==> src/verilog/smpl_regs.vh <==
// Timing and coding constants for the supply-modulated programming link host
`ifndef SMPL_REGS_VH
`define SMPL_REGS_VH
`define SMPL_CLK_HZ          25000000
`define SMPL_BIT_TIME_US     1024
`define SMPL_BIT_CYCLES      ((`SMPL_BIT_TIME_US * (`SMPL_CLK_HZ / 1000000)))
`define SMPL_PROG_TIME_MS    2
`define SMPL_PROG_CYCLES     ((`SMPL_PROG_TIME_MS * (`SMPL_CLK_HZ / 1000)))
`define SMPL_TOL_PCT         25
`define SMPL_POWERUP_US      1000
`define SMPL_POWERUP_CYCLES  ((`SMPL_POWERUP_US * (`SMPL_CLK_HZ / 1000000)))
`define SMPL_CNT_W           20
`define SMPL_MAX_BITS        32
`define SMPL_LEN_W           6
`endif

==> src/verilog/smpl_host.v <==
// Programmer host: drives supply modulation, decodes output replies, paces writes
// Function
// RL1 - Unlocked sensor powers up in programming mode
// RL2 - Volatile mode bit switches to application mode
// RL3 - Locked sensor runs application mode only
// RL4 - Programming mode lets telegrams alter registers
// RL5 - Programmer sends telegrams by supply modulation
// RL6 - Sensor replies on output; programmer decodes
// RL7 - Zero: no change inside bit time
// RL8 - One: change at half bit time
// RL9 - Level always toggles at bit end
// RL10 - Command bit time typically 1024 us
// RL11 - Answer bit time typically 1024 us
// RL12 - Telegrams carry memory, errors, field values
// RL13 - Wait 2 ms after memory write
// RL14 - Lock takes effect at next power-up
// RL15 - Read lock bit back to verify
// RL16 - Programmer sets lock after final programming
// RL17 - Receiver times edges against nominal bit period
`timescale 1ns/10ps
`include "smpl_regs.vh"
module smpl_host #(
   parameter BIT_CYCLES     = `SMPL_BIT_CYCLES,
   parameter PROG_CYCLES    = `SMPL_PROG_CYCLES,
   parameter POWERUP_CYCLES = `SMPL_POWERUP_CYCLES,
   parameter CNT_W          = `SMPL_CNT_W,
   parameter MAX_BITS       = `SMPL_MAX_BITS,
   parameter LEN_W          = `SMPL_LEN_W
) (
   input  wire                clk,
   input  wire                reset,
   input  wire                power_req,
   input  wire                cmd_valid,
   output wire                cmd_ready,
   input  wire [MAX_BITS-1:0] cmd_data,
   input  wire [LEN_W-1:0]    cmd_len,
   input  wire [LEN_W-1:0]    cmd_resp_len,
   input  wire                cmd_is_write,
   output reg                 resp_valid_reg,
   output reg  [MAX_BITS-1:0] resp_data_reg,
   output reg                 resp_error_reg,
   output reg                 supply_on_reg,
   output reg                 supply_high_reg,
   input  wire                sensor_out
);
   // Counts worked out as integers, then cut to the timer width; defaults fit in CNT_W bits
   localparam integer     HALF_I   = BIT_CYCLES / 2;
   localparam integer     FULL_I   = BIT_CYCLES;
   localparam integer     PROG_I   = PROG_CYCLES;
   localparam integer     PWR_I    = POWERUP_CYCLES;
   localparam integer     RESP_I   = BIT_CYCLES * 4;
   localparam [CNT_W-1:0] HALF_BIT = HALF_I[CNT_W-1:0];
   localparam [CNT_W-1:0] FULL_BIT = FULL_I[CNT_W-1:0];
   localparam [CNT_W-1:0] PROG_N   = PROG_I[CNT_W-1:0];
   localparam [CNT_W-1:0] PWR_N    = PWR_I[CNT_W-1:0];
   localparam [CNT_W-1:0] RESP_TO  = RESP_I[CNT_W-1:0];

   // One-hot states
   localparam [6:0] ST_OFF   = 7'h01;
   localparam [6:0] ST_PWRUP = 7'h02;
   localparam [6:0] ST_IDLE  = 7'h04;
   localparam [6:0] ST_SEND  = 7'h08;
   localparam [6:0] ST_RECV  = 7'h10;
   localparam [6:0] ST_PROG  = 7'h20;
   localparam [6:0] ST_DONE  = 7'h40;

   reg  [6:0]          state_reg;
   reg  [CNT_W-1:0]    cnt_reg;
   reg  [MAX_BITS-1:0] shift_reg;
   reg  [LEN_W-1:0]    bits_reg;
   reg  [LEN_W-1:0]    resp_len_reg;
   reg                 write_reg;
   reg                 err_reg;
   wire                rx_valid;
   wire                rx_value;
   wire                rx_timeout;
   wire                rx_enable;

   // Reply decoder only listens while a reply is expected [RL6]
   assign rx_enable = (state_reg == ST_RECV);
   assign cmd_ready = (state_reg == ST_IDLE);

   smpl_rx #(
      .BIT_CYCLES (BIT_CYCLES),
      .CNT_W      (CNT_W)
   ) u_rx (
      .clk           (clk),
      .reset         (reset),
      .enable        (rx_enable),
      .line_in       (sensor_out),
      .bit_valid_reg (rx_valid),
      .bit_value_reg (rx_value),
      .timeout_reg   (rx_timeout)
   );

   // Main sequencer: power, command send, reply collect, write wait
   always @(posedge clk or posedge reset)
   begin
      if (reset)
      begin
         state_reg       <= ST_OFF;
         cnt_reg         <= {CNT_W{1'b0}};
         shift_reg       <= {MAX_BITS{1'b0}};
         bits_reg        <= {LEN_W{1'b0}};
         resp_len_reg    <= {LEN_W{1'b0}};
         write_reg       <= 1'b0;
         err_reg         <= 1'b0;
         resp_valid_reg  <= 1'b0;
         resp_data_reg   <= {MAX_BITS{1'b0}};
         resp_error_reg  <= 1'b0;
         supply_on_reg   <= 1'b0;
         supply_high_reg <= 1'b0;
      end
      else
      begin
         resp_valid_reg <= 1'b0;
         if (!power_req && state_reg != ST_OFF)
         begin
            // Dropping power ends programming mode; a set lock acts at the next power-up [RL14]
            state_reg       <= ST_OFF;
            supply_on_reg   <= 1'b0;
            supply_high_reg <= 1'b0;
         end
         else
         begin
            case (state_reg)
               ST_OFF:
               begin
                  if (power_req)
                  begin
                     supply_on_reg <= 1'b1;
                     cnt_reg       <= {CNT_W{1'b0}};
                     state_reg     <= ST_PWRUP;
                  end
               end
               ST_PWRUP:
               begin
                  // Let the unlocked sensor settle into programming mode [RL1]
                  if (cnt_reg == PWR_N - 1'b1)
                     state_reg <= ST_IDLE;
                  else
                     cnt_reg <= cnt_reg + 1'b1;
               end
               ST_IDLE:
               begin
                  // Accept one telegram; lock, mode bit and writes all go this way [RL4] [RL12] [RL16]
                  if (cmd_valid && cmd_len != {LEN_W{1'b0}})
                  begin
                     shift_reg    <= cmd_data;
                     bits_reg     <= cmd_len;
                     resp_len_reg <= cmd_resp_len;
                     write_reg    <= cmd_is_write;
                     err_reg      <= 1'b0;
                     cnt_reg      <= {CNT_W{1'b0}};
                     state_reg    <= ST_SEND;
                     supply_high_reg <= ~supply_high_reg; // Opening change starts first bit
                  end
               end
               ST_SEND:
               begin
                  // MSB first; one mid change for a one, change at each end [RL5] [RL10]
                  if (cnt_reg == HALF_BIT && shift_reg[MAX_BITS-1])
                     supply_high_reg <= ~supply_high_reg; // [RL8]
                  if (cnt_reg == FULL_BIT - 1'b1)
                  begin
                     supply_high_reg <= ~supply_high_reg; // [RL9] [RL7]
                     cnt_reg   <= {CNT_W{1'b0}};
                     shift_reg <= {shift_reg[MAX_BITS-2:0], 1'b0};
                     bits_reg  <= bits_reg - 1'b1;
                     if (bits_reg == {{(LEN_W-1){1'b0}}, 1'b1})
                     begin
                        shift_reg <= {MAX_BITS{1'b0}};
                        bits_reg  <= resp_len_reg;
                        if (resp_len_reg != {LEN_W{1'b0}})
                           state_reg <= ST_RECV;
                        else if (write_reg)
                           state_reg <= ST_PROG;
                        else
                           state_reg <= ST_DONE;
                     end
                  end
                  else
                     cnt_reg <= cnt_reg + 1'b1;
               end
               ST_RECV:
               begin
                  // Collect answer bits, e.g. lock readback [RL11] [RL15]
                  if (rx_valid)
                  begin
                     shift_reg <= {shift_reg[MAX_BITS-2:0], rx_value};
                     bits_reg  <= bits_reg - 1'b1;
                     cnt_reg   <= {CNT_W{1'b0}};
                     if (bits_reg == {{(LEN_W-1){1'b0}}, 1'b1})
                        state_reg <= write_reg ? ST_PROG : ST_DONE;
                  end
                  else if (rx_timeout || cnt_reg == RESP_TO)
                  begin
                     // Missing answer; report and release the link
                     err_reg   <= 1'b1;
                     cnt_reg   <= {CNT_W{1'b0}};
                     state_reg <= write_reg ? ST_PROG : ST_DONE;
                  end
                  else
                     cnt_reg <= cnt_reg + 1'b1;
               end
               ST_PROG:
               begin
                  // Hold off further commands for the memory write time [RL13]
                  if (cnt_reg >= PROG_N - 1'b1)
                     state_reg <= ST_DONE;
                  else
                     cnt_reg <= cnt_reg + 1'b1;
               end
               ST_DONE:
               begin
                  resp_valid_reg <= 1'b1;
                  resp_data_reg  <= shift_reg;
                  resp_error_reg <= err_reg;
                  state_reg      <= ST_IDLE;
               end
               default:
                  state_reg <= ST_OFF;
            endcase
         end
      end
   end

   // Application mode (RL2, RL3) is the sensor's own concern; host only re-powers
endmodule // smpl_host

==> src/verilog/smpl_rx.v <==
// Reply decoder: classifies answer bits from output-voltage level changes
`timescale 1ns/10ps
`include "smpl_regs.vh"
module smpl_rx #(
   parameter BIT_CYCLES = `SMPL_BIT_CYCLES,
   parameter CNT_W      = `SMPL_CNT_W
) (
   input  wire             clk,
   input  wire             reset,
   input  wire             enable,
   input  wire             line_in,
   output reg              bit_valid_reg,
   output reg              bit_value_reg,
   output reg              timeout_reg
);
   // Window edges worked out as integers, then cut to the timer width
   localparam integer     MID_LO_I = BIT_CYCLES / 4;
   localparam integer     MID_HI_I = (BIT_CYCLES * 3) / 4;
   localparam integer     END_LO_I = (BIT_CYCLES * 3) / 4 + 1;
   localparam integer     END_TO_I = (BIT_CYCLES * 3) / 2;
   localparam [CNT_W-1:0] MID_LO   = MID_LO_I[CNT_W-1:0];
   localparam [CNT_W-1:0] MID_HI   = MID_HI_I[CNT_W-1:0];
   localparam [CNT_W-1:0] END_LO   = END_LO_I[CNT_W-1:0];
   localparam [CNT_W-1:0] END_TO   = END_TO_I[CNT_W-1:0];

   reg  [2:0]       sync_reg;
   reg              last_reg;
   reg  [CNT_W-1:0] cnt_reg;
   reg              mid_reg;
   reg              started_reg;
   wire             level;
   wire             edge_seen;

   // Three-stage synchroniser; second and third must agree
   always @(posedge clk or posedge reset)
   begin
      if (reset)
         sync_reg <= 3'h0;
      else
         sync_reg <= {sync_reg[1:0], line_in};
   end

   assign level     = sync_reg[2];
   assign edge_seen = (sync_reg[1] == sync_reg[2]) && (sync_reg[2] != last_reg);

   // Timer from each boundary; a mid-window edge marks a one, a late edge closes the bit [RL17]
   always @(posedge clk or posedge reset)
   begin
      if (reset)
      begin
         last_reg      <= 1'b0;
         cnt_reg       <= {CNT_W{1'b0}};
         mid_reg       <= 1'b0;
         started_reg   <= 1'b0;
         bit_valid_reg <= 1'b0;
         bit_value_reg <= 1'b0;
         timeout_reg   <= 1'b0;
      end
      else
      begin
         bit_valid_reg <= 1'b0;
         timeout_reg   <= 1'b0;
         if (sync_reg[1] == sync_reg[2])
            last_reg <= level;
         if (!enable)
         begin
            started_reg <= 1'b0;
            cnt_reg     <= {CNT_W{1'b0}};
            mid_reg     <= 1'b0;
         end
         else if (edge_seen)
         begin
            if (!started_reg)
            begin
               // First level change opens the first bit period
               started_reg <= 1'b1;
               cnt_reg     <= {CNT_W{1'b0}};
               mid_reg     <= 1'b0;
            end
            else if (cnt_reg >= MID_LO && cnt_reg <= MID_HI && !mid_reg)
               mid_reg <= 1'b1; // [RL8]
            else if (cnt_reg >= END_LO)
            begin
               // Boundary change always present; mid change decides value [RL7] [RL9]
               bit_valid_reg <= 1'b1;
               bit_value_reg <= mid_reg;
               cnt_reg       <= {CNT_W{1'b0}};
               mid_reg       <= 1'b0;
            end
         end
         else if (started_reg)
         begin
            if (cnt_reg == END_TO)
            begin
               // No boundary change: reply ended or corrupted
               timeout_reg <= 1'b1;
               started_reg <= 1'b0;
               cnt_reg     <= {CNT_W{1'b0}};
            end
            else
               cnt_reg <= cnt_reg + {{(CNT_W-1){1'b0}}, 1'b1};
         end
      end
   end
endmodule // smpl_rx

==> config.mk <==
export PLATFORM = sky130hd
export DESIGN_NAME = smpl_host
export DESIGN_NICKNAME = d
export VERILOG_FILES = /design/src/verilog/smpl_host.v /design/src/verilog/smpl_rx.v
export VERILOG_INCLUDE_DIRS = /design/src /design/src/verilog
export SDC_FILE = /design/constraint.sdc
export NUM_CORES = 1
export LEC_CHECK = 0
export BUFFER_PORTS_ARGS = -buffer_cell sky130_fd_sc_hd__buf_2
export CORE_MARGIN = 4
export CORE_UTILIZATION = 40
export CTS_CLUSTER_DIAMETER = 80
export DETAILED_ROUTE_END_ITERATION = 8
export GPL_ROUTABILITY_DRIVEN = 1
export PLACE_DENSITY = 0.57
export SKIP_CTS_REPAIR_TIMING = 1
export SLEW_MARGIN = 20
export SYNTH_ARGS = -nofsm -noshare
export SYNTH_HDL_FRONTEND = slang
export SYNTH_SLANG_ARGS = --single-unit
export TNS_END_PERCENT = 30
==> constraint.sdc <==
create_clock -name clk -period 5.7 [get_ports clk]
set_clock_uncertainty 0.1 [all_clocks]
set_input_delay 0 -clock clk [delete_from_list [all_inputs] [get_ports clk]]
set_output_delay 0 -clock clk [all_outputs]
set_load 0.01 [all_outputs]
==> results of run 1 <==
-- cells by family after synthesis --
family                   after synthesis  synth area share
adder cells (fa/ha/maj)               10            0.0168
multiplexers                          11            0.0168
XOR/XNOR                               2           0.00240
AND/OR/NAND/NOR                      375             0.247
flip-flops                           138             0.473
buffers and inverters                 74            0.0433
AO/OA/AOI/OAI                        207             0.201
-- Yosys cell counts (all sizes together), types with 5 or more instances --
library cell | n | area (um^2)
ha | 9 | 113
or2 | 7 | 43.8
o211ai | 7 | 52.6
inv | 17 | 63.8
nand2 | 143 | 537
a211o | 15 | 131
nor4b | 7 | 67.6
or4 | 6 | 48.8
nand3 | 27 | 135
or3 | 5 | 31.3
o31ai | 9 | 81.3
a22oi | 42 | 315
mux2 | 10 | 113
a31oi | 8 | 50.1
nor2 | 86 | 323
nor3b | 6 | 55.1
nand4 | 14 | 87.6
a22o | 22 | 193
buf | 17 | 103
a221o | 5 | 50.1
nor4 | 10 | 62.6
dfrtp | 137 | 3430
and3 | 14 | 87.6
o21ai | 35 | 175
a21oi | 40 | 200
nor3 | 23 | 115
clkbuf | 40 | 150
-- metrics by stage --
step | std cells | worst slack [ns]
floorplan | 817 | 1.91
global placement | 1088 | 1.86
detailed placement | 1088 | 1.82
CTS | 1119 | 1.79
global route | 1168 | 1.44
finish | 1168 | 1.89
-- power by group through the flow --
| stage | registers [mW] | clock network (mW) | logic (mW) |
|---|---|---|---|
| after global placement | 1.37 | 0 | 0.712 |
| after global routing | 1.39 | 1.16 | 0.847 |
| final | 1.36 | 1.09 | 0.747 |
| after detailed placement | 1.37 | 0 | 0.722 |
| after CTS | 1.35 | 1.12 | 0.723 |
| after floorplan | 1.32 | 0 | 0.563 |
-- routing by layer --
metal | global-route usage | vias up
met5 | 0 | -
met2 | 0.290 | 142
met1 | 0.263 | 3128
met3 | 0.0352 | 19
li1 | - | 3186
met4 | 0.0675 | 0
-- critical path, cell delays in order (launching register included) --
cell                      delay (ns)
sky130_fd_sc_hd__dfrtp_1        0.49
sky130_fd_sc_hd__nor4_1         0.45
sky130_fd_sc_hd__nor4b_1        0.53
sky130_fd_sc_hd__inv_1          0.10
sky130_fd_sc_hd__ha_1           0.31
sky130_fd_sc_hd__nor3_1         0.32
sky130_fd_sc_hd__nor3b_1        0.31
sky130_fd_sc_hd__nand2_1        0.08
sky130_fd_sc_hd__o21ai_1        0.57
sky130_fd_sc_hd__nor3_1         0.20
sky130_fd_sc_hd__a22o_1         0.23
-- layout make-up --
class	instances	area [um^2]	area share
multi-input cells	605	3560	0.397
flip-flops and latches	138	3450	0.385
repair buffers	148	1020	0.114
clock buffers	20	457	0.0509
well taps	229	287	0.0320
clock inverters	11	120	0.0134
inverters	17	68.8	0.00768
-- how the worst min path moves through the flow --
stage	from	end	slack [ns]	cells after the start
5_1_grt	sensor_out	u_rx.sync_reg[0]$_DFF_PP0_	0.13	2
6_report	sensor_out	u_rx.sync_reg[0]$_DFF_PP0_	0.12	2
3_5_place_dp	sensor_out	u_rx.sync_reg[0]$_DFF_PP0_	0.02	1
3_3_place_gp	sensor_out	u_rx.sync_reg[0]$_DFF_PP0_	0.02	1
2_1_floorplan	sensor_out	u_rx.sync_reg[0]$_DFF_PP0_	-0.07	0
4_1_cts	sensor_out	u_rx.sync_reg[0]$_DFF_PP0_	-0.43	1
==> out/results.md, run 1 <==
| Stage | Item | This run |
| --- | --- | --- |
| run status | Result of the run | completed |
| final layout | Commonest cells after routing, fill and taps aside | 143 x sky130_fd_sc_hd__nand2_1, 137 x sky130_fd_sc_hd__dfrtp_1, 86 x sky130_fd_sc_hd__nor2_1, 86 x sky130_fd_sc_hd__buf_2, 49 x sky130_fd_sc_hd__dlygate4sd3_1 |
| placement | RePlAce Congestion | 0.826 |
| placement | I/O Buffers | 86 |
| timing | Number of pins with negative max-slew slack in the final report | 0 |
| timing | Minimum clock period after layout | 3.81 ns |
| worst setup path | Reg2reg end | state_reg[1]$_DFFE_PP0P_ |
| floorplanning | Horizontal die dimension | 143 um |
| global route | Initial antenna violation count | 0 |
| placement | Placed wire-length estimate after detailed placement | 12.7 mm |
| timing | Worst hold slack across all endpoints | 0.120 ns |
| worst setup path | Category of the worst setup path capture point | flip-flop |
| power and ir drop | LEAKAGE | 4.23 nW |
| power and ir drop | Combinational Power Share | 0.234 |
| clocking | TritonCTS clock tree | yes |
| floorplanning | Effective utilization at floorplan | 0.407 |
| detailed routing | Total via count after detailed routing | 6475 |
| timing | Worst slew slack as a fraction of its limit | 0.305 |
| detailed routing | Detailed-router iteration count before antenna repair | 5 |
| synth | Mapped Cells | 817 |
| worst setup path | Worst setup SP type | flip-flop |
| detailed routing | WL met2 | 8.88 mm |
| worst setup path | Critical path type | reg -> reg |
| synth | EDFF count, synth | 0 |
| synth | Post-synthesis register bit count | 138 |
| worst setup path | Launching instance or port of the critical path | state_reg[2]$_DFFE_PP0P_ |
| timing | Final hold viol count | 0 |
| detailed routing | Detail Route Antenna Nets | 0 |
| detailed routing | Final routed DRC violation total | 0 |
| final layout | Layout Nets | 986 |
| placement | Post-placement cell area | 7890 um^2 |
| clocking | CTS H-tree depth | 4 |
| power and ir drop | Cell Int Power | 2.18 mW |
| worst setup path | Largest driver fanout on the critical path | 10 |
| power and ir drop | Clock share of power | 0.341 |
| power and ir drop | Net Switching | 1.02 mW |
| clocking | Maximum number of buffers from clock root to sink | 2 |
| clocking | Number of clock buffers inserted by TritonCTS | 17 |
| synth | Portion of the post-synthesis area used by sequential elements | 0.473 |
| global route | Wire length of the first global-routing pass | 30.7 mm |
| synth | Post-synthesis instance area | 7310 um^2 |
| final layout | Layout cell share with drive strength beyond 1 | 0.168 |
| synth | Synthesized Nets | 876 |
| detailed routing | Detailed-route wire length per cell | 16.4 um |
| final layout | Post-layout instance area | 8970 um^2 |
| clocking | CTS clock-pin slew for the worst setup and hold paths | 0.06 ns |
| clocking | Total number of clock tree sinks | 138 |
| final layout | Post-layout utilization of the core | 0.499 |
| worst setup path | CP Capture Point | state_reg[1]$_DFFE_PP0P_ |
| worst setup path | Data arrival time of the worst path | 4.01 ns |
| synth | Yosys warning count | 0 |
| worst setup path | Startpoint of the worst register-to-register path | state_reg[2]$_DFFE_PP0P_ |
| power and ir drop | Power density cells | 356 nW/um^2 |
| global route | Gr usage total | 0.187 |
| final layout | Layout-stage area growth over the synthesis result | 22.7% |
| worst setup path | Reg-to-reg setup timing slack | 1.89 ns |
| synth | Synthesized area per cell | 8.95 um^2 |
| timing | Total negative setup slack | 0 ns |
| worst setup path | Worst Reg2Reg Path Length in Cells | 10 |
| detailed routing | Routed vias/inst | 5.54 |
| detailed routing | Iter 0 DRT Violations | 388 |
| timing | Post-route clock period utilization | 0.669 |
| detailed routing | Length of routed met3 wiring | 831 um |
| worst hold path | HP Class | in -> reg |
| floorplanning | Cell Rows | 49 |
| synth | Count of distinct cell types in the synthesized netlist | 68 |
| final layout | # diodes | 0 |
| power and ir drop | IR Drop Worst-Case VDD | 250 uV |
| synth | Main synth FF type | sky130_fd_sc_hd__dfrtp_1 |
| floorplanning | Total core area | 18000 um^2 |
| detailed routing | Final wirelength | 19.2 mm |
| global route | Pin count of the biggest net entering global routing | 78 |
| worst setup path | Required @ worst endpoint | 5.90 ns |
| clocking | Clk_lat worst skew | 0.42 ns |
| timing | Final setup violation count | 0 |
| floorplanning | Die extent in y | 143 um |
| global route | Via count of the first global-routing pass | 5975 |
| clocking | CTS root buf | sky130_fd_sc_hd__clkbuf_16 |
| timing | Actual transition at the worst max-transition pin | 1.03 ns |
| floorplanning | Overall die area | 20500 um^2 |
| final layout | Most common library cell in the layout ignoring fill and taps | sky130_fd_sc_hd__nand2_1 |
| power and ir drop | Sw Ratio | 0.318 |
| detailed routing | Highest metal layer with signal wires | met4 |
| timing | Unrepaired setup endpoints after global routing | false |
| power and ir drop | Sequential share of power | 0.425 |
| detailed routing | Routed length on met1 | 9.18 mm |
| power and ir drop | Post-route total power | 3.19 mW |
| run | Max-cap violations | 0 |
| timing | Highest clock frequency the design can meet | 262 MHz |
| final layout | Layout filler cell count | 1686 |
| floorplanning | Top Ports | 87 |
| global route | Congestion Overflow GR | 0 |
| synth | Share of flip-flops with an asynchronous set or reset after synthesis | 1.00 |
Note: power is estimated with default switching activity, not from simulation.
==> run 2: changes to the inputs <==
--- a/config.mk
+++ b/config.mk
@@ -12,7 +12,7 @@
 export CTS_CLUSTER_DIAMETER = 80
 export DETAILED_ROUTE_END_ITERATION = 8
 export GPL_ROUTABILITY_DRIVEN = 1
-export PLACE_DENSITY = 0.57
+export PLACE_DENSITY = 0.6
 export SKIP_CTS_REPAIR_TIMING = 1
 export SLEW_MARGIN = 20
 export SYNTH_ARGS = -nofsm -noshare
==> constraint.sdc (replaced) <==
create_clock -name clk -period 3.38 [get_ports clk]
set_clock_uncertainty 0.1 [all_clocks]
set_input_delay 0 -clock clk [delete_from_list [all_inputs] [get_ports clk]]
set_output_delay 0 -clock clk [all_outputs]
set_load 0.01 [all_outputs]
==> run 2 against run 1 <==
  * The run now ends with hold timing left
  * Via count rose by 1.1%
  * Non-clock buffer count rose by 12
  * Clock power rose by 78%
  * Critical path depth fell by 3
  * Sequential power rose by 68%
  * Maximum frequency rose by 21%
  * Sequential share of layout area fell by 0.72 points
  * Combinational power rose by 78%
  * Worst hold slack got worse by 0.14 ns
  * Clock-buffer cell count fell by 2
  * Flip-flop and latch count did not move
  * First-iteration DRC count fell by 4.9%
  * Largest cell class unchanged
==> out/results.md, run 2 (same netlist as run 1, synthesis figures left out) <==
| Stage | Item | This run | Change |
| --- | --- | --- | --- |
| placement | Placed wire-length estimate after detailed placement | 13.3 mm | +5.0% |
| clocking | Number of clock buffers inserted by TritonCTS | 17 | unchanged |
| worst hold path | HP Class | in -> reg |  |
| final layout | Layout Nets | 998 | +1.2% |
| detailed routing | Iter 0 DRT Violations | 369 | -4.9% |
| detailed routing | Detail Route Antenna Nets | 0 | unchanged |
| detailed routing | Final routed DRC violation total | 0 | unchanged |
| final layout | Layout-stage area growth over the synthesis result | 25.0% |  |
| worst setup path | Data arrival time of the worst path | 3.39 ns | -0.62 ns |
| detailed routing | Total via count after detailed routing | 6548 | +1.1% |
| timing | Worst hold slack across all endpoints | -0.0217 ns | -0.141 ns |
| clocking | Clk_lat worst skew | 0.42 ns | about the same |
| clocking | CTS H-tree depth | 4 | unchanged |
| clocking | Total number of clock tree sinks | 138 | unchanged |
| floorplanning | Cell Rows | 49 | unchanged |
| worst setup path | Category of the worst setup path capture point | flip-flop |  |
| floorplanning | Total core area | 18000 um^2 | unchanged |
| floorplanning | Die extent in y | 143 um | unchanged |
| detailed routing | Detailed-router iteration count before antenna repair | 5 | unchanged |
| worst setup path | Required @ worst endpoint | 3.62 ns | -2.28 ns |
| floorplanning | Overall die area | 20500 um^2 | unchanged |
| detailed routing | Final wirelength | 19.7 mm | +2.4% |
| final layout | Commonest cells after routing, fill and taps aside | 143 x sky130_fd_sc_hd__nand2_1, 137 x sky130_fd_sc_hd__dfrtp_1, 86 x sky130_fd_sc_hd__nor2_1, 86 x sky130_fd_sc_hd__buf_2, 48 x sky130_fd_sc_hd__dlygate4sd3_1 |  |
| global route | Initial antenna violation count | 1 | +1 |
| placement | I/O Buffers | 86 | unchanged |
| timing | Number of pins with negative max-slew slack in the final report | 0 | unchanged |
| placement | DP Cell Count | 1099 | +1.0% |
| worst setup path | Largest driver fanout on the critical path | 40 | +30 |
| timing | Post-route clock period utilization | 0.933 | +0.265 |
| final layout | Post-layout utilization of the core | 0.509 | +0.00947 |
| timing | Final setup violation count | 0 | unchanged |
| timing | Actual transition at the worst max-transition pin | 0.762 ns | -0.266 ns |
| global route | Wire length of the first global-routing pass | 31.8 mm | +3.7% |
| worst setup path | Worst setup SP type | flip-flop |  |
| placement | RePlAce Congestion | 0.915 | +11% |
| final layout | Layout cell share with drive strength beyond 1 | 0.184 | +0.0156 |
| global route | Congestion Overflow GR | 0 | unchanged |
| power and ir drop | Post-route total power | 5.56 mW | +74% |
| floorplanning | Horizontal die dimension | 143 um | unchanged |
| timing | Worst slew slack as a fraction of its limit | 0.485 | +0.180 |
| clocking | Maximum number of buffers from clock root to sink | 2 | unchanged |
| placement | Pre-CTS setup slack | -0.0438 ns | -1.87 ns |
| run status | Violations in the final reports | hold timing |  |
| clocking | TritonCTS clock tree | yes |  |
| global route | Via count of the first global-routing pass | 6104 | +2.2% |
| timing | Highest clock frequency the design can meet | 317 MHz | +21% |
| worst setup path | Critical path type | reg -> reg |  |
| run status | Result of the run | finished with violations |  |
| clocking | CTS clock-pin slew for the worst setup and hold paths | 0.06 ns | about the same |
| final layout | Most common library cell in the layout ignoring fill and taps | sky130_fd_sc_hd__nand2_1 |  |
| power and ir drop | IR Drop Worst-Case VDD | 386 uV | +54% |
| detailed routing | Routed vias/inst | 5.54 | about the same |
| timing | Minimum clock period after layout | 3.15 ns | -0.656 ns |
| final layout | Post-Layout Cell Count | 1182 | +1.2% |
| detailed routing | Detailed-route wire length per cell | 16.6 um | +1.2% |
| floorplanning | Effective utilization at floorplan | 0.407 | unchanged |
| power and ir drop | Power density cells | 608 nW/um^2 | +71% |
| global route | Pin count of the biggest net entering global routing | 78 | unchanged |
| clocking | CTS root buf | sky130_fd_sc_hd__clkbuf_16 |  |
| power and ir drop | LEAKAGE | 4.32 nW | +2.2% |
| run | Max-cap violations | 0 | unchanged |
| floorplanning | Top Ports | 87 | unchanged |
| global route | Gr usage total | 0.194 | +0.00661 |
| timing | Setup slack after layout | 0.225 ns | -1.66 ns |
| timing | Unrepaired setup endpoints after global routing | false |  |
| timing | Final hold viol count | 1 | +1 |
==> run 2: final timing paths <==
kind                                             from                             to  slack, ns  cells past startpoint
min                                         cmd_valid            err_reg$_DFFE_PP0P_      -0.02                      4
max                           cnt_reg[15]$_DFFE_PP0P_      shift_reg[27]$_DFFE_PP0P_       0.23                      7
min in group asynchronous                       reset  resp_data_reg[21]$_DFFE_PP0P_       0.10                      3
max reg2reg                   cnt_reg[15]$_DFFE_PP0P_      shift_reg[27]$_DFFE_PP0P_       0.23                      7
max in group asynchronous                       reset       state_reg[0]$_DFFE_PP1P_       2.19                      4
min reg2reg                u_rx.sync_reg[0]$_DFF_PP0_     u_rx.sync_reg[1]$_DFF_PP0_       0.25                      0
==> run 2: critical path, cell delays in order (launching register included) <==
cell                      delay [ns]
sky130_fd_sc_hd__dfrtp_1        0.45
sky130_fd_sc_hd__or4_1          0.58
sky130_fd_sc_hd__or4_4          0.54
sky130_fd_sc_hd__o31ai_4        0.36
sky130_fd_sc_hd__nor3b_4        0.55
sky130_fd_sc_hd__buf_12         0.27
sky130_fd_sc_hd__nor2_1         0.06
sky130_fd_sc_hd__a21oi_1        0.14
==> run 2: power breakdown <==
group / total, mW / internal, mW / switching, mW
registers: 2.29 / 1.99 / 0.298
logic: 1.33 / 0.613 / 0.716
clock network: 1.94 / 1.18 / 0.756
==> run 2: per-layer routing <==
metal	share of wire	up-vias	track usage	wire length (um)
li1	-	3214	-	-
met1	0.46	3161	0.262	9000
met2	0.48	150	0.311	9420
met3	0.043	23	0.0388	850
met4	0.019	0	0.0685	382
met5	0	-	0	0
==> run 2: layout make-up <==
| class | count | area, um^2 |
|---|---|---|
| tap | 229 | 287 |
| clock inverter | 14 | 169 |
| sequential | 138 | 3450 |
| fill | 1674 | 8830 |
| timing repair buffer | 160 | 1140 |
| inverter | 17 | 67.6 |
| clock buffer | 18 | 439 |
| antenna | 1 | 2.50 |
| multi-input combinational | 605 | 3570 |
==> run 2: metrics by stage <==
step,instance area (um^2),setup TNS (ns),hold slack (ns)
floorplan,7310,0,-0.0686
global placement,8010,0,0.0104
detailed placement,8010,-0.0438,0.00990
CTS,8620,-0.0954,-0.441
global route,9140,0,0.0204
finish,9140,0,-0.0217
==> run 3: changes to the inputs <==
--- a/config.mk
+++ b/config.mk
@@ -7,7 +7,6 @@
 export NUM_CORES = 1
 export LEC_CHECK = 0
 export BUFFER_PORTS_ARGS = -buffer_cell sky130_fd_sc_hd__buf_2
-export CORE_MARGIN = 4
 export CORE_UTILIZATION = 40
 export CTS_CLUSTER_DIAMETER = 80
 export DETAILED_ROUTE_END_ITERATION = 8
==> run 3 against run 2 <==
  * The flow still finishes with violations (hold timing)
  * Largest cell class unchanged
  * Clock-buffer cell count unchanged
  * Maximum frequency increased by 0.17%
  * Final cell count increased by 0.25%
  * Critical path type unchanged
  * First-iteration DRC count increased by 40%
  * Register-to-register slack about the same
  * Clock power about the same
  * Critical endpoint is now shift_reg[23]$_DFFE_PP0P_
  * Routed wire length increased by 0.38%
  * Worst hold slack got worse by 0.017 ns
  * Critical path depth unchanged
  * Highest routed layer unchanged
==> out/results.md, run 3 (same netlist as run 1, synthesis figures left out) <==
| Stage | Item | This run | Change |
| --- | --- | --- | --- |
| worst setup path | Cells traversed along the worst timing path | or4_1 > or4_4 > o31ai_4 > nor3b_4 > buf_12 > nor2_1 > a21oi_1 |  |
| power and ir drop | LEAKAGE | 4.34 nW | +0.40% |
| timing | Number of pins with negative max-slew slack in the final report | 0 | unchanged |
| worst setup path | Number of buffers and inverters on the critical path | 1 | unchanged |
| detailed routing | Detail Route Antenna Nets | 0 | unchanged |
| clocking | CTS root buf | sky130_fd_sc_hd__clkbuf_16 |  |
| timing | Actual transition at the worst max-transition pin | 0.750 ns | -0.0122 ns |
| timing | Setup slack after layout | 0.230 ns | +0.00529 ns |
| floorplanning | Overall die area | 18800 um^2 | -8.2% |
| worst setup path | Worst setup SP type | flip-flop |  |
| timing | Post-route clock period utilization | 0.932 | -0.00157 |
| timing | Worst hold slack across all endpoints | -0.0385 ns | -0.0168 ns |
| worst setup path | Category of the worst setup path capture point | flip-flop |  |
| power and ir drop | Sw Ratio | 0.330 | +0.0119 |
| power and ir drop | Power density cells | 613 nW/um^2 | +0.84% |
| final layout | Commonest cells after routing, fill and taps aside | 143 x sky130_fd_sc_hd__nand2_1, 137 x sky130_fd_sc_hd__dfrtp_1, 86 x sky130_fd_sc_hd__nor2_1, 86 x sky130_fd_sc_hd__buf_2, 48 x sky130_fd_sc_hd__dlygate4sd3_1 |  |
| worst setup path | Cell at the slowest stage of the critical path | sky130_fd_sc_hd__or4_1 |  |
| detailed routing | Detailed-route wire length per cell | 16.6 um | +0.12% |
| final layout | Layout filler cell count | 1684 | +0.60% |
| detailed routing | Routed vias/inst | 5.59 | +0.98% |
| final layout | Layout-stage area growth over the synthesis result | 25.2% |  |
| floorplanning | Die extent in y | 137 um | -4.2% |
| detailed routing | Detailed-router iteration count before antenna repair | 5 | unchanged |
| worst hold path | HP Class | in -> reg |  |
| worst setup path | Cell family with the largest share of critical-path delay | simple AND/OR/NAND/NOR gates |  |
| clocking | Maximum number of buffers from clock root to sink | 2 | unchanged |
| detailed routing | Final routed DRC violation total | 0 | unchanged |
| power and ir drop | Net Switching | 1.85 mW | +4.8% |
| placement | Placed wire-length estimate after detailed placement | 13.6 mm | +2.2% |
| timing | Unrepaired setup endpoints after global routing | false |  |
| clocking | TritonCTS clock tree | yes |  |
| detailed routing | Iter 0 DRT Violations | 516 | +40% |
| clocking | Clk_lat worst skew | 0.42 ns | about the same |
| timing | Total negative setup slack | 0 ns | unchanged |
| run status | Violations in the final reports | hold timing |  |
| global route | Pin count of the biggest net entering global routing | 65 | -17% |
| worst setup path | Required @ worst endpoint | 3.62 ns | about the same |
| floorplanning | Total core area | 18000 um^2 | unchanged |
| timing | Highest clock frequency the design can meet | 318 MHz | +0.17% |
| run status | Result of the run | finished with violations |  |
| floorplanning | Horizontal die dimension | 137 um | -4.2% |
| global route | Gr usage total | 0.219 | +0.0247 |
| worst setup path | Largest driver fanout on the critical path | 64 | +60% |
| global route | Wire length of the first global-routing pass | 31.9 mm | +0.19% |
| final layout | Layout cell share with drive strength beyond 1 | 0.187 | +0.00341 |
| worst setup path | Delay of the slowest critical-path stage | 0.59 ns | about the same |
| floorplanning | Cell Rows | 49 | unchanged |
| clocking | Total number of clock tree sinks | 138 | unchanged |
| timing | Worst slew slack as a fraction of its limit | 0.499 | +0.0148 |
| power and ir drop | Clock share of power | 0.345 | -0.004 |
| timing | Final setup violation count | 0 | unchanged |
| power and ir drop | Cell Int Power | 3.76 mW | -0.74% |
| worst setup path | Data arrival time of the worst path | 3.39 ns | about the same |
| placement | Pre-CTS setup slack | 0.140 ns | +0.184 ns |
| timing | Final hold viol count | 1 | unchanged |
| final layout | Layout Nets | 1002 | +0.40% |
| timing | Minimum clock period after layout | 3.15 ns | -0.00529 ns |
| global route | Via count of the first global-routing pass | 6146 | +0.69% |
| clocking | CTS H-tree depth | 4 | unchanged |
| global route | Initial antenna violation count | 0 | -1 |
| power and ir drop | IR Drop Worst-Case VDD | 358 uV | -7.2% |
| power and ir drop | Sequential share of power | 0.407 | -0.005 |
| detailed routing | Final wirelength | 19.7 mm | +0.38% |
| detailed routing | Total via count after detailed routing | 6629 | +1.2% |
| power and ir drop | Combinational Power Share | 0.247 | +0.008 |
| final layout | Most common library cell in the layout ignoring fill and taps | sky130_fd_sc_hd__nand2_1 |  |
| floorplanning | Effective utilization at floorplan | 0.407 | unchanged |
| final layout | # diodes | 0 | -1 |
| global route | Congestion Overflow GR | 0 | unchanged |
| floorplanning | Top Ports | 87 | unchanged |
| placement | RePlAce Congestion | 0.896 | -2.0% |
| clocking | CTS clock-pin slew for the worst setup and hold paths | 0.06 ns | about the same |
| placement | I/O Buffers | 86 | unchanged |
| run | Max-cap violations | 0 | unchanged |
| clocking | Number of clock buffers inserted by TritonCTS | 17 | unchanged |
| worst setup path | Critical path type | reg -> reg |  |
[run 3: cell count changes in the layout (fill, tap and decap cells not counted), moves of 2 or more]
cell                       before  now
sky130_fd_sc_hd__inv_6          3    5
sky130_fd_sc_hd__buf_4         23   28
sky130_fd_sc_hd__inv_8          0    4
sky130_fd_sc_hd__clkinv_2       4    0
[run 3: power groups by stage]
stage          Combinational (mW)  Clock (mW)  Sequential, mW
6_report                     1.39        1.94            2.29
5_1_grt                      1.54        2.05            2.34
4_1_cts                      1.33        1.99            2.28
3_5_place_dp                 1.32           0            2.31
3_3_place_gp                 1.29           0            2.30
2_1_floorplan               0.951           0            2.22
[run 3: area by class of cell]
type / instances / area, um^2 / share of cell area
clock buffer: 18 / 439 / 0.0480
clock inverter: 14 / 173 / 0.0189
inverter: 17 / 67.6 / 0.00738
multi-input combinational: 605 / 3570 / 0.390
sequential: 138 / 3450 / 0.377
tap: 229 / 287 / 0.0313
timing repair buffer: 164 / 1160 / 0.127
[run 3: per-stage QoR]
step                std cells  power [mW]  instance area, um^2  utilization
global placement         1105        3.59                 8040        0.448
detailed placement       1105        3.63                 8040        0.448
global route             1185        5.93                 9150        0.510
finish                   1185        5.61                 9150        0.510
CTS                      1137        5.60                 8660        0.482
floorplan                 817        3.18                 7310            -
[run 3: metal layers]
layer	GRT usage	vias to the layer above	wire length (um)
met2	0.339	138	9330
met3	0.0416	27	636
met4	0.0690	0	279
met5	0	-	0
met1	0.308	3239	9480
li1	-	3225	-
[run 3: worst min-delay path, cell delays in order]
cell and delay [ns]:
sky130_fd_sc_hd__buf_2 0.09, sky130_fd_sc_hd__inv_1 0.09, sky130_fd_sc_hd__ha_1 0.17, sky130_fd_sc_hd__o21ai_0 0.07
[run 3: path summary, 6_finish.rpt]
path | endpoint | from | slack (ns) | depth (start not counted)
min in group asynchronous | resp_data_reg[22]$_DFFE_PP0P_ | reset | 0.10 | 3
worst max-delay path | shift_reg[23]$_DFFE_PP0P_ | cnt_reg[15]$_DFFE_PP0P_ | 0.23 | 7
worst min register to register | u_rx.sync_reg[1]$_DFF_PP0_ | u_rx.sync_reg[0]$_DFF_PP0_ | 0.25 | 0
worst min-delay path | supply_on_reg$_DFFE_PP0P_ | power_req | -0.04 | 4
worst max register to register | shift_reg[23]$_DFFE_PP0P_ | cnt_reg[15]$_DFFE_PP0P_ | 0.23 | 7
max in group asynchronous | u_rx.sync_reg[1]$_DFF_PP0_ | reset | 2.26 | 4
